[src/hw/pwt_consts.svh]
// How it works
// - every counter overflow pulses the interrupt request, whatever action is set
// - an event may leave power-down and launch a receive command
// - raw oscillator nominal period is 40 us and is never trusted directly
// - calibration measures one raw period and steers a 62.5 us modulo tick
// - timer enable bit loads from the strap pin after reset
// - trim value resets to its nominal value
// - leaving power-down triggers calibration once the crystal is ready
// - manual trigger bit writes a one-cycle pulse and always reads zero
// - manual trigger is discarded unless timer and crystal both run
// - calibration waits until the raw oscillator has settled
// - trim value stays valid, also when calibration aborts
// - trim value has no software read or write path
// - wakeup interval is interval register plus one ticks
// - range bit picks normal or extended tick resolution
// - raising the interval above the count continues the running period
// - lowering the interval below the count clears the counter at once
// - fractional modulo tick keeps long intervals within one percent
// - two-bit mode field picks the state entered after an event
// - action fields mirror channel, command kind and gain receive flags
// - overwrite bit chooses stored flags or action fields for the command
// - overwriting flags forces the sub-command marker to one
`ifndef PWT_CONSTS_SVH
`define PWT_CONSTS_SVH
// ----------------------------------------------------------------
// register map
// ----------------------------------------------------------------
`define PWT_ADDR_CTRL 8'h00
`define PWT_ADDR_INTERVAL 8'h04
`define PWT_ADDR_ACTION 8'h08
`define PWT_ADDR_STATUS 8'h0C
`define PWT_CTRL_ON_BIT 0
`define PWT_CTRL_MANUAL_BIT 1
`define PWT_CTRL_EXT_BIT 2
`define PWT_INTERVAL_RESET 8'h00
`define PWT_ACTION_RESET 8'h00
`define PWT_RESP_OKAY 2'h0
`define PWT_RESP_SLVERR 2'h2
// ----------------------------------------------------------------
// timing
// ----------------------------------------------------------------
`define PWT_CLK_PERIOD_NS 100
`define PWT_RAW_NOMINAL_NS 40000
`define PWT_TRIM_PERIOD_NS 62500
`define PWT_TRIM_NOMINAL_CYC ((`PWT_RAW_NOMINAL_NS) / (`PWT_CLK_PERIOD_NS))
`define PWT_TICK_CYC ((`PWT_TRIM_PERIOD_NS) / (`PWT_CLK_PERIOD_NS))
`define PWT_SETTLE_EDGES 3'h4
`define PWT_EXT_PRESCALE 8'hFF
`endif

[src/hw/pwt_pkg.sv]
package pwt_pkg;
  typedef logic [9:0] pwt_trim_t;
  typedef logic [10:0] pwt_acc_t;
  typedef enum logic [1:0] {
    PWT_MODE_SLEEP = 2'h0,
    PWT_MODE_STANDBY = 2'h1,
    PWT_MODE_RX = 2'h2,
    PWT_MODE_HOLD = 2'h3
  } pwt_mode_t;
  typedef struct packed {
    logic overwrite;
    logic [1:0] gain;
    logic cmd_kind;
    logic [1:0] wakeup_chan_sel;
    pwt_mode_t mode;
  } pwt_action_t;
  typedef struct packed {
    logic flag_gain_b;
    logic flag_gain_a;
    logic flag_sub_marker;
    logic flag_cmd_kind;
    logic flag_chan_sel_b;
    logic flag_chan_sel_a;
  } pwt_rx_flags_t;
  typedef enum logic [1:0] {
    PWT_CAL_IDLE = 2'h0,
    PWT_CAL_SETTLE = 2'h1,
    PWT_CAL_ARM = 2'h3,
    PWT_CAL_MEASURE = 2'h2
  } pwt_cal_state_t;
endpackage

[src/hw/pwt_polling_wakeup_timer.sv]
// Register access over AXI4-Lite and the register addresses were chosen for this implementation.
`timescale 1ns/1ns
`include "pwt_consts.svh"
module pwt_polling_wakeup_timer (
  input wire logic aclk,
  input wire logic aresetn,
  input wire logic awvalid,
  output logic awready,
  input wire logic [7:0] awaddr,
  input wire logic wvalid,
  output logic wready,
  input wire logic [31:0] wdata,
  input wire logic [3:0] wstrb,
  output logic bvalid,
  input wire logic bready,
  output logic [1:0] bresp,
  input wire logic arvalid,
  output logic arready,
  input wire logic [7:0] araddr,
  output logic rvalid,
  input wire logic rready,
  output logic [31:0] rdata,
  output logic [1:0] rresp,
  input wire logic raw_timer_clk,
  input wire logic xo_ready,
  input wire logic power_down,
  input wire logic strap_pin_timer_default,
  input wire pwt_pkg::pwt_rx_flags_t rx_flags_in,
  output logic trimmed_timer_clk,
  output logic poll_irq,
  output logic wake_req,
  output pwt_pkg::pwt_mode_t wake_mode,
  output logic rx_launch,
  output logic rx_flags_load,
  output pwt_pkg::pwt_rx_flags_t rx_flags_out
);
  import pwt_pkg::*;

  // ----------------------------------------------------------------
  // register bus slave
  // ----------------------------------------------------------------
  logic aw_full;
  logic w_full;
  logic [7:0] aw_addr;
  logic [7:0] w_byte;
  logic w_lane0;
  logic [7:0] rd_addr;
  logic poll_timer_on;
  logic extended_range_sel;
  logic strap_done;
  logic [7:0] wakeup_interval;
  pwt_action_t wakeup_action;
  logic manual_pulse;
  logic prev_power_down;
  logic auto_pend;
  pwt_trim_t timer_trim_value;
  pwt_trim_t meas;
  pwt_acc_t acc;
  pwt_cal_state_t cal_state;
  logic [2:0] settle_cnt;
  logic raw_prev;
  logic [7:0] prescale;
  logic [7:0] count;
  logic trim_tick;

  // handshakes: each channel takes one item, response waits for both
  assign awready = !aw_full && !bvalid;
  assign wready = !w_full && !bvalid;
  assign arready = !rvalid;
  wire wr_fire = aw_full && w_full && !bvalid;
  wire wr_en = wr_fire && w_lane0;
  wire wr_ctrl = wr_en && (aw_addr == `PWT_ADDR_CTRL);
  wire wr_interval = wr_en && (aw_addr == `PWT_ADDR_INTERVAL);
  wire wr_action = wr_en && (aw_addr == `PWT_ADDR_ACTION);
  wire wr_mapped = (aw_addr == `PWT_ADDR_CTRL) || (aw_addr == `PWT_ADDR_INTERVAL)
    || (aw_addr == `PWT_ADDR_ACTION) || (aw_addr == `PWT_ADDR_STATUS);
  wire rd_fire = arvalid && arready;
  wire rd_mapped = (araddr == `PWT_ADDR_CTRL) || (araddr == `PWT_ADDR_INTERVAL)
    || (araddr == `PWT_ADDR_ACTION) || (araddr == `PWT_ADDR_STATUS);

  // read data: manual trigger reads zero, trim value has no path
  wire [31:0] rd_ctrl = {29'h0000000, extended_range_sel, 1'b0, poll_timer_on};
  wire [31:0] rd_status = {22'h000000, count, cal_state};
  wire [31:0] rd_word =
    (araddr == `PWT_ADDR_CTRL) ? rd_ctrl :
    (araddr == `PWT_ADDR_INTERVAL) ? {24'h000000, wakeup_interval} :
    (araddr == `PWT_ADDR_ACTION) ? {24'h000000, wakeup_action} :
    (araddr == `PWT_ADDR_STATUS) ? rd_status : 32'h00000000;

  // address and data holding for the write path
  always_ff @(posedge aclk) begin
    if (!aresetn) begin
      aw_full <= 1'b0;
      w_full <= 1'b0;
      aw_addr <= 8'h00;
      w_byte <= 8'h00;
      w_lane0 <= 1'b0;
    end else begin
      if (awvalid && awready) begin
        aw_full <= 1'b1;
        aw_addr <= awaddr;
      end else if (wr_fire) begin
        aw_full <= 1'b0;
      end
      if (wvalid && wready) begin
        w_full <= 1'b1;
        w_byte <= wdata[7:0];
        w_lane0 <= wstrb[0];
      end else if (wr_fire) begin
        w_full <= 1'b0;
      end
    end
  end

  // write and read responses, unmapped addresses answer slverr
  always_ff @(posedge aclk) begin
    if (!aresetn) begin
      bvalid <= 1'b0;
      bresp <= `PWT_RESP_OKAY;
      rvalid <= 1'b0;
      rresp <= `PWT_RESP_OKAY;
      rdata <= 32'h00000000;
      rd_addr <= 8'h00;
    end else begin
      if (wr_fire) begin
        bvalid <= 1'b1;
        bresp <= wr_mapped ? `PWT_RESP_OKAY : `PWT_RESP_SLVERR;
      end else if (bready) begin
        bvalid <= 1'b0;
      end
      if (rd_fire) begin
        rvalid <= 1'b1;
        rresp <= rd_mapped ? `PWT_RESP_OKAY : `PWT_RESP_SLVERR;
        rdata <= rd_word;
        rd_addr <= araddr;
      end else if (rready) begin
        rvalid <= 1'b0;
      end
    end
  end

  // ----------------------------------------------------------------
  // control registers
  // ----------------------------------------------------------------
  wire manual_req = wr_ctrl && w_byte[`PWT_CTRL_MANUAL_BIT];

  // enable bit takes the strap level one edge after reset release
  always_ff @(posedge aclk) begin
    if (!aresetn) begin
      poll_timer_on <= 1'b0;
      extended_range_sel <= 1'b0;
      strap_done <= 1'b0;
      wakeup_interval <= `PWT_INTERVAL_RESET;
      wakeup_action <= `PWT_ACTION_RESET;
      manual_pulse <= 1'b0;
    end else begin
      strap_done <= 1'b1;
      manual_pulse <= manual_req; // one cycle only
      if (!strap_done) begin
        poll_timer_on <= strap_pin_timer_default;
      end else if (wr_ctrl) begin
        poll_timer_on <= w_byte[`PWT_CTRL_ON_BIT];
      end
      if (wr_ctrl) begin
        extended_range_sel <= w_byte[`PWT_CTRL_EXT_BIT];
      end
      if (wr_interval) begin
        wakeup_interval <= w_byte;
      end
      if (wr_action) begin
        wakeup_action <= w_byte;
      end
    end
  end

  // ----------------------------------------------------------------
  // calibration
  // ----------------------------------------------------------------
  wire raw_rise = raw_timer_clk && !raw_prev;
  wire settled = (settle_cnt == `PWT_SETTLE_EDGES);
  wire xo_lost = !poll_timer_on || !xo_ready || power_down;
  // manual request only counts while timer and crystal both run
  wire manual_ok = manual_pulse && poll_timer_on && xo_ready;
  wire auto_ok = auto_pend && poll_timer_on && xo_ready;
  wire cal_start = (cal_state == PWT_CAL_IDLE) && (manual_ok || auto_ok);
  wire meas_full = (meas == pwt_trim_t'(`PWT_TICK_CYC - 1));
  wire cal_done = (cal_state == PWT_CAL_MEASURE) && raw_rise && !xo_lost;
  pwt_cal_state_t next_cal_state;

  // measure walks settle, arm on an edge, then count to the next edge
  always_comb begin
    next_cal_state = cal_state;
    unique case (cal_state)
      PWT_CAL_IDLE: if (cal_start) next_cal_state = PWT_CAL_SETTLE;
      PWT_CAL_SETTLE: if (settled) next_cal_state = PWT_CAL_ARM;
      PWT_CAL_ARM: if (raw_rise) next_cal_state = PWT_CAL_MEASURE;
      PWT_CAL_MEASURE: if (raw_rise || meas_full) next_cal_state = PWT_CAL_IDLE;
    endcase
    if (xo_lost) begin
      next_cal_state = PWT_CAL_IDLE; // abort keeps the old trim
    end
  end

  // raw edge sampling, settle count and auto trigger latch
  always_ff @(posedge aclk) begin
    if (!aresetn) begin
      raw_prev <= 1'b1; // a raw level already high after reset is no edge
      settle_cnt <= 3'h0;
      prev_power_down <= 1'b0;
      auto_pend <= 1'b0;
      cal_state <= PWT_CAL_IDLE;
    end else begin
      raw_prev <= raw_timer_clk;
      prev_power_down <= power_down;
      cal_state <= next_cal_state;
      if (!poll_timer_on) begin
        settle_cnt <= 3'h0;
      end else if (raw_rise && !settled) begin
        settle_cnt <= settle_cnt + 3'h1;
      end
      if (power_down) begin
        auto_pend <= 1'b0;
      end else if (prev_power_down) begin
        auto_pend <= 1'b1;
      end else if (cal_start) begin
        auto_pend <= 1'b0;
      end
    end
  end

  // period counter and trim register, reset loads nominal period
  always_ff @(posedge aclk) begin
    if (!aresetn) begin
      meas <= pwt_trim_t'(0);
      timer_trim_value <= pwt_trim_t'(`PWT_TRIM_NOMINAL_CYC);
    end else begin
      if (cal_state != PWT_CAL_MEASURE) begin
        meas <= pwt_trim_t'(1);
      end else if (!meas_full) begin
        meas <= meas + pwt_trim_t'(1);
      end
      if (cal_done) begin
        timer_trim_value <= meas; // only a whole period is stored
      end
    end
  end

  // ----------------------------------------------------------------
  // trimmed tick and wakeup counter
  // ----------------------------------------------------------------
  // each raw edge adds its period; every 62.5 us of it makes a tick
  wire pwt_acc_t acc_sum = acc + pwt_acc_t'(timer_trim_value);
  wire acc_wrap = acc_sum >= pwt_acc_t'(`PWT_TICK_CYC);
  assign trim_tick = poll_timer_on && raw_rise && acc_wrap;
  wire wake_tick = trim_tick && (!extended_range_sel || prescale == `PWT_EXT_PRESCALE);
  wire low_rewrite = wr_interval && (w_byte < count);
  wire wake_evt = poll_timer_on && !low_rewrite && wake_tick && (count >= wakeup_interval);

  // modulo accumulator and extended range prescaler
  always_ff @(posedge aclk) begin
    if (!aresetn) begin
      acc <= pwt_acc_t'(0);
      prescale <= 8'h00;
      trimmed_timer_clk <= 1'b0;
    end else begin
      trimmed_timer_clk <= trim_tick;
      if (!poll_timer_on) begin
        acc <= pwt_acc_t'(0);
      end else if (raw_rise) begin
        acc <= acc_wrap ? acc_sum - pwt_acc_t'(`PWT_TICK_CYC) : acc_sum;
      end
      if (!poll_timer_on || !extended_range_sel) begin
        prescale <= 8'h00;
      end else if (trim_tick) begin
        prescale <= prescale + 8'h01;
      end
    end
  end

  // counter runs 0..interval, so a period is interval plus one ticks
  always_ff @(posedge aclk) begin
    if (!aresetn) begin
      count <= 8'h00;
    end else if (!poll_timer_on || low_rewrite) begin
      count <= 8'h00;
    end else if (wake_evt) begin
      count <= 8'h00;
    end else if (wake_tick) begin
      count <= count + 8'h01; // higher rewrite just keeps counting
    end
  end

  // ----------------------------------------------------------------
  // wakeup actions
  // ----------------------------------------------------------------
  wire goes_awake = (wakeup_action.mode == PWT_MODE_STANDBY)
    || (wakeup_action.mode == PWT_MODE_RX);
  wire goes_rx = (wakeup_action.mode == PWT_MODE_RX);
  // receive flags either kept or loaded from the action fields
  wire pwt_rx_flags_t flags_new = wakeup_action.overwrite ?
    pwt_rx_flags_t'{flag_gain_b: wakeup_action.gain[1], flag_gain_a: wakeup_action.gain[0],
      flag_sub_marker: 1'b1, flag_cmd_kind: wakeup_action.cmd_kind,
      flag_chan_sel_b: wakeup_action.wakeup_chan_sel[1],
      flag_chan_sel_a: wakeup_action.wakeup_chan_sel[0]} : rx_flags_in;

  // event pulses, each one cycle after the counter expires
  always_ff @(posedge aclk) begin
    if (!aresetn) begin
      poll_irq <= 1'b0;
      wake_req <= 1'b0;
      wake_mode <= PWT_MODE_SLEEP;
      rx_launch <= 1'b0;
      rx_flags_load <= 1'b0;
      rx_flags_out <= '0;
    end else begin
      poll_irq <= wake_evt;
      wake_req <= wake_evt && goes_awake;
      rx_launch <= wake_evt && goes_rx;
      rx_flags_load <= wake_evt && goes_rx && wakeup_action.overwrite;
      if (wake_evt) begin
        wake_mode <= wakeup_action.mode;
        rx_flags_out <= flags_new;
      end
    end
  end

  // ----------------------------------------------------------------
  // checks
  // ----------------------------------------------------------------
  a_irq_every_event: assert property (
    @(posedge aclk) disable iff (!aresetn) wake_evt |=> poll_irq ##1 !poll_irq)
    else $error("event without a one-cycle interrupt pulse");
  a_rx_auto_launch: assert property (
    @(posedge aclk) disable iff (!aresetn)
    wake_evt && wakeup_action.mode == PWT_MODE_RX |=> rx_launch && wake_req)
    else $error("receive mode event did not launch receive");
  a_trim_in_range: assert property (
    @(posedge aclk) disable iff (!aresetn)
    timer_trim_value < pwt_trim_t'(`PWT_TICK_CYC))
    else $error("trim value outside the tick period");
  a_trim_reset_nominal: assert property (
    @(posedge aclk) disable iff (!aresetn)
    $rose(aresetn) |-> timer_trim_value == pwt_trim_t'(`PWT_TRIM_NOMINAL_CYC))
    else $error("trim value not nominal after reset");
  a_strap_loads_enable: assert property (
    @(posedge aclk) disable iff (!aresetn)
    $rose(strap_done) |-> poll_timer_on == $past(strap_pin_timer_default))
    else $error("enable bit did not take the strap level");
  a_manual_reads_zero: assert property (
    @(posedge aclk) disable iff (!aresetn)
    rvalid && rd_addr == `PWT_ADDR_CTRL |-> !rdata[`PWT_CTRL_MANUAL_BIT])
    else $error("manual trigger bit read back as one");
  a_manual_discarded: assert property (
    @(posedge aclk) disable iff (!aresetn)
    manual_pulse && !xo_ready && !auto_pend && cal_state == PWT_CAL_IDLE
    |=> cal_state == PWT_CAL_IDLE)
    else $error("manual calibration ran without crystal");
  a_cal_after_settle: assert property (
    @(posedge aclk) disable iff (!aresetn)
    cal_state == PWT_CAL_ARM |-> settled)
    else $error("calibration armed before oscillator settled");
  a_abort_keeps_trim: assert property (
    @(posedge aclk) disable iff (!aresetn)
    cal_state == PWT_CAL_MEASURE && xo_lost |=> $stable(timer_trim_value))
    else $error("aborted calibration changed the trim value");
  a_low_rewrite_clear: assert property (
    @(posedge aclk) disable iff (!aresetn)
    low_rewrite |=> count == 8'h00 && !poll_irq)
    else $error("lower interval did not clear the counter");
  a_event_at_interval: assert property (
    @(posedge aclk) disable iff (!aresetn)
    wake_evt |-> count >= wakeup_interval ##1 count == 8'h00)
    else $error("event away from the interval or counter kept");
  a_overwrite_marker: assert property (
    @(posedge aclk) disable iff (!aresetn)
    wake_evt && wakeup_action.overwrite |=> rx_flags_out.flag_sub_marker)
    else $error("overwritten flags without sub-command marker");
endmodule

[config.mk]
export PLATFORM = sky130hd
export DESIGN_NAME = pwt_polling_wakeup_timer
export DESIGN_NICKNAME = d
export VERILOG_FILES = /design/src/hw/pwt_pkg.sv /design/src/hw/pwt_polling_wakeup_timer.sv
export VERILOG_INCLUDE_DIRS = /design/src /design/src/hw
export SDC_FILE = /design/constraint.sdc
export NUM_CORES = 1
export LEC_CHECK = 0
export BUFFER_PORTS_ARGS = -buffer_cell sky130_fd_sc_hd__buf_2
export CAP_MARGIN = 30
export CORE_UTILIZATION = 30
export DETAILED_ROUTE_END_ITERATION = 8
export PLACE_DENSITY = 0.47
export SLEW_MARGIN = 25
export SYNTH_ARGS = -nofsm -noshare
export SYNTH_HDL_FRONTEND = slang
export SYNTH_SLANG_ARGS = --single-unit
export TNS_END_PERCENT = 50
[constraint.sdc]
create_clock -name aclk -period 3.77 [get_ports aclk]
set_input_delay 0 -clock aclk [delete_from_list [all_inputs] [get_ports aclk]]
set_output_delay 0 -clock aclk [all_outputs]
set_load 0.02 [all_outputs]
==> results_dict.tcl, run 1 <==
set metrics [dict create \
    clk_pin_slew_ns 0.06 \
    yosysUniqueCellTypes 65 \
    groute.usage.overall_pct 14.8 \
    register_area_mm2 0.00242 \
    setup_tns_ns 0 \
    cts_tree "yes" \
    cts_buffers 17 \
    syn-instance-count 742 \
    hp-start "araddr[3]" \
    cp.arrival_ns 3.78 \
    synth_edf_count 0 \
    hold_depth 3 \
    grt_setup_unrepaired "no" \
    drt.antenna.violating_nets 0 \
    dieHeight_um 146 \
    placementRows 52 \
    power.density_mw_per_mm2 427 \
    startpoint_type "flop" \
    final_layout_size_suffix_gt1_share_pct 15.9 \
    yosys_register_bits 121 \
    yosysSeqAreaShare_pct 38.7 \
    fin_area_mm2 0.00776 \
    post_cts_resized 0 \
    start_util_pct 30.7 \
    power_leakage_nw 3.13 \
    dp_cells 1058 \
    route.detailed.drc 0 \
    htree_levels 4 \
    insertion_delay_ns 0.42 \
    finClkSkew_ns 0.0104 \
    vias 5229 \
    reg2reg_depth 12 \
    fin_nets 944 \
    synth_area_mm2 0.00626 \
    initialDrtViolationCount 178 \
    die-area_mm2 0.0214 \
    worst_pin_slew_ns 0.694 \
    status "finished, final reports clean" \
    antenna_found_initial 0 \
    clockBufferDepth 2 \
    drt-total-wl_um 15100 \
    fin_cells 1123 \
    endpoint_kind "flop" \
    place_area_mm2 0.00679 \
    hpwl_um 10900 \
    fin_crit_sh_pct 90.9 \
    slew_headroom_pct 53.4 \
    grt_pass1_wl_um 25400 \
    synthArstFlopShare_pct 0 \
    r2r-end "rx_flags_load" \
    worst_hold_slack_ns 0.0323 \
    clkSinkCount 121 \
    final.min_clock_period_ns 3.43 \
    reg2reg_slack_ns 0.34 \
    vias_per_cell 4.66 \
    io_buffers 71 \
    hold_path.class "in -> reg" \
    syn_to_final_growth_pct 23.9 \
    hold_viol_final 0 \
    gp_congestion 0.730 \
    ir_drop_mv 0.320 \
    slew_violations 0 \
    yosysWarnings 0 \
    maxClockFrequency_mhz 292 \
    fp.coreArea_mm2 0.0204 \
    grt_pass1_vias 5007 \
    setup_viol 0 \
    die_w_um 146 \
    n_antenna_cell 0 \
    grt_max_degree 45 \
    io_pins 123 \
    first_pass_iters 6 \
    wire_per_inst_um 13.5 \
    min_to "rdata[8]" \
    synth.avg_cell_area_um2 8.43 \
    maxCapViolCount 0 \
    synth-main-ff-cell "dfxtp_1" \
    path_class "reg -> reg" \
    clockRootBuffer "clkbuf_16" \
    multiInputGateArea_mm2 0.00349 \
    fill_cells 2125 \
    cp.required_ns 4.12 \
    r2r-start "timer_trim_value[0]" \
    cp_max_fo 8 \
    grt_overflow 0 \
]
[critical path: stages, from the launching register on]
cell and delay, ns:
dfxtp_1 0.31, ha_1 0.23, fa_1 0.46, a21oi_1 0.23, o211ai_2 0.13, xor2_1 0.31, o211ai_1 0.19, a21boi_2 0.36
buf_4 0.21, o21a_1 0.27, nand4_2 0.31, inv_2 0.17, and3_1 0.16
[stage by stage]
step	setup WS [ns]	power, mW	utilization, %
floorplan	0.979	1.50	-
global placement	0.349	1.54	33.3
detailed placement	0.334	1.54	33.3
CTS	0.263	3.35	38.1
global route	0.0286	3.43	38.1
finish	0.343	3.31	38.1
[cells by family (layout without fill, tap and decap cells)]
kind of cell / Yosys count / in the layout / synth area share [%]
xor+xnor: 25 / 25 / 3.50
compound gates: 176 / 176 / 18.0
other cells: 1 / 24 / 0.0599
buf+inv: 89 / 177 / 7.08
fa+ha+maj: 35 / 35 / 7.12
flops: 121 / 121 / 38.7
simple gates: 265 / 265 / 20.4
mux: 30 / 30 / 5.20
[placed cells by master (no fill, tap or decap), types with 7 or more instances in the layout]
master and instances:
buf_2 71, inv_1 31, nor2_1 67, nand2_1 85
dfxtp_1 121, xor2_1 10, o21ai_0 28, conb_1 24
a22oi_1 8, ha_1 34, or3_1 10, dlygate4sd3_1 33
nand3_1 24, nor3_1 16, nand2b_1 9, nand4_1 11
o211ai_1 10, buf_4 8, xnor2_1 15, clkbuf_16 17
and2_1 7, a21oi_1 82, mux2i_1 28
[Yosys cell counts, types with 11 or more instances]
cell type  count  area share, %
xnor2_1       15            2.1
mux2i_1       28            4.5
nand3_1       24            1.9
nor3_1        16            1.3
buf_4         26            3.1
o21ai_0       28            2.2
nand2_1       85            5.1
dfxtp_1      121             39
a21oi_1       82            6.6
inv_1         31            1.9
nand4_1       11            1.1
ha_1          34            6.8
nor2_1        67            4.0
clkbuf_1      22            1.3
[state kept, by name, indices dropped and copies added, names as in the netlist, 2 cells and up]
name	cells
wake_mode	2
wakeup_action	8
acc	11
prescale	8
rdata	10
rx_flags_out	6
count	8
cal_state	2
timer_trim_value	10
wakeup_interval	8
w_byte	8
aw_addr	8
meas	10
settle_cnt	3
[power breakdown]
part	switching, mW	internal [mW]	leakage (nW)
registers	0.0223	1.30	0.980
clock network	0.649	1.12	0.309
logic	0.127	0.0887	1.84
[metal layers]
layer	up-vias	global-route usage, %	part of all wire [%]
li1	2755	-	-
met5	-	0	0
met1	2371	20.6	52
met2	91	22.6	43
met4	0	4.48	0.94
met3	12	3.59	3.3
[how the worst max path moves through the flow]
stage | end | start
floorplan | count[6] | timer_trim_value[0]
global placement | rx_flags_load | timer_trim_value[0]
detailed placement | rx_flags_load | timer_trim_value[0]
CTS | rx_flags_load | timer_trim_value[0]
global route | rx_flags_load | timer_trim_value[0]
finish | rx_flags_load | timer_trim_value[0]
[repair_timing]
action	4_1_cts	5_1_grt
hold endpoints to repair	37	0
hold buffers	33	0
buffers inserted	0	0
setup endpoints to repair	0	0
[cell type report]
type,instances,area share [%]
multi-input cells,555,44.9
inverters,33,1.60
clock buffers,17,5.48
clock inverters,15,2.77
repair buffers,112,9.61
flip-flops and latches,121,31.2
well taps,270,4.36
Power figures use the tool's default switching activity.
==> inputs of run 2 (changes only) <==
--- a/config.mk
+++ b/config.mk
@@ -8,6 +8,7 @@
 export LEC_CHECK = 0
 export BUFFER_PORTS_ARGS = -buffer_cell sky130_fd_sc_hd__buf_2
 export CAP_MARGIN = 30
+export CORE_ASPECT_RATIO = 1.2
 export CORE_UTILIZATION = 30
 export DETAILED_ROUTE_END_ITERATION = 8
 export PLACE_DENSITY = 0.47
==> results_dict.tcl, run 2 (same netlist as run 1, synthesis figures left out) <==
set metrics [dict create \
    wire_per_inst_um 13.8 \
    fp.coreArea_mm2 0.0203 \
    cp_top_family "compound AO/OA/AOI/OAI gates" \
    cts_buffers 17 \
    cp_max_fo 14 \
    fin_cells 1118 \
    fin_nets 944 \
    clockRootBuffer "clkbuf_16" \
    post-cts-setup-buffers 0 \
    worst_pin_slew_ns 0.780 \
    clk_pin_slew_ns 0.07 \
    power_leakage_nw 3.10 \
    setup_viol 0 \
    syn_to_final_growth_pct 22.9 \
    insertion_delay_ns 0.42 \
    finClkSkew_ns 0.0122 \
    clockBufferDepth 2 \
    grt_max_degree 36 \
    register_area_mm2 0.00242 \
    antenna_found_initial 0 \
    fill_cells 2146 \
    maxClockFrequency_mhz 304 \
    power.density_mw_per_mm2 406 \
    die-area_mm2 0.0214 \
    cts_tree "yes" \
    initialDrtViolationCount 184 \
    io_pins 123 \
    placementRows 57 \
    slew_violations 0 \
    io_buffers 71 \
    grt_pass1_wl_um 25700 \
    grt_setup_unrepaired "no" \
    ir_drop_mv 0.296 \
    path_class "reg -> reg" \
    fin_crit_sh_pct 87.4 \
    hold_buffers 34 \
    drt.antenna.violating_nets 0 \
    final_layout_size_suffix_gt1_share_pct 15.8 \
    slowest_stage "o311ai_2" \
    largest_reg_flops 11 \
    crit_chain "ha_1 > fa_1 > nand3_1 > a21oi_1 > o21a_1 > o311ai_2 > o211ai_1 > buf_4 > or4_1 > a21oi_1" \
    grt_overflow 0 \
    final_cell_mix "121 x dfxtp_1, 85 x nand2_1, 82 x a21oi_1" \
    gp_congestion 0.774 \
    hold_viol_final 0 \
    hold_path.class "in -> reg" \
    die_w_um 134 \
    regMostFlops "acc" \
    final.min_clock_period_ns 3.29 \
    hpwl_um 11300 \
    reg2reg_slack_ns 0.48 \
    groute.usage.overall_pct 15.1 \
    start_util_pct 30.8 \
    endpoint_kind "flop" \
    grt_pass1_vias 5209 \
    setup_tns_ns 0 \
    cp.required_ns 4.11 \
    crit_path_frequent_cell "a21oi_1" \
    drt-total-wl_um 15400 \
    vias_per_cell 4.77 \
    slowest_delay_ns 0.52 \
    crit_buf_inv 1 \
    first_pass_iters 4 \
    cp.arrival_ns 3.63 \
    clkSinkCount 121 \
    route.detailed.drc 0 \
    maxCapViolCount 0 \
    vias 5329 \
    status "finished, final reports clean" \
    slew_headroom_pct 47.6 \
    startpoint_type "flop" \
    multiInputGateArea_mm2 0.00349 \
    n_antenna_cell 0 \
    final_common_cell "dfxtp_1" \
    dp_cells 1052 \
    htree_levels 4 \
    dieHeight_um 160 \
    post_cts_resized 0 \
]
-- run 2: stage by stage --
step	utilization (%)	hold slack, ns	area, µm²	power [mW]	setup slack, ns
final	37.8	0.0376	7690	3.12	0.477
after CTS	37.8	0.0259	7690	3.17	0.448
after global routing	37.8	0.0381	7690	3.26	0.242
after global placement	33.3	0.185	6770	1.54	0.517
after floorplan	-	0.0277	6340	1.50	0.979
after detailed placement	33.3	0.191	6770	1.54	0.483
-- run 2: power by group --
group / switching, mW / internal, mW / total [mW]
Combinational: 0.126 / 0.0895 / 0.216
Sequential: 0.0233 / 1.30 / 1.32
Clock: 0.644 / 0.940 / 1.58
-- run 2: area by class of cell --
class / count / share of cell area (%)
multi-input cells: 555 / 45.3
clock buffers: 18 / 5.71
inverters: 33 / 1.61
well taps: 265 / 4.31
repair buffers: 112 / 9.73
clock inverters: 14 / 1.79
flip-flops and latches: 121 / 31.5
-- run 2: per-layer routing --
layer / global-route usage, % / vias up / part of all wire, %
met5: 0 / - / 0
met4: 4.08 / 0 / 0.72
met3: 3.59 / 7 / 2.6
met2: 28.0 / 81 / 52
met1: 17.1 / 2484 / 44
li1: - / 2757 / -
-- run 2: worst register-to-register path, cell delays in order (launching register included) --
cell	delay, ns
dfxtp_1	0.33
ha_1	0.24
fa_1	0.47
nand3_1	0.19
a21oi_1	0.13
o21a_1	0.25
o311ai_2	0.52
o211ai_1	0.22
buf_4	0.23
or4_1	0.50
a21oi_1	0.15
-- run 2: final timing paths --
| kind | from | endpoint | depth (start not counted) |
|---|---|---|---|
| worst max register to register | timer_trim_value[0] | prescale[5] | 10 |
| worst max-delay path | timer_trim_value[0] | prescale[5] | 10 |
| worst min register to register | strap_done | poll_timer_on | 1 |
| worst min-delay path | araddr[3] | rdata[8] | 3 |
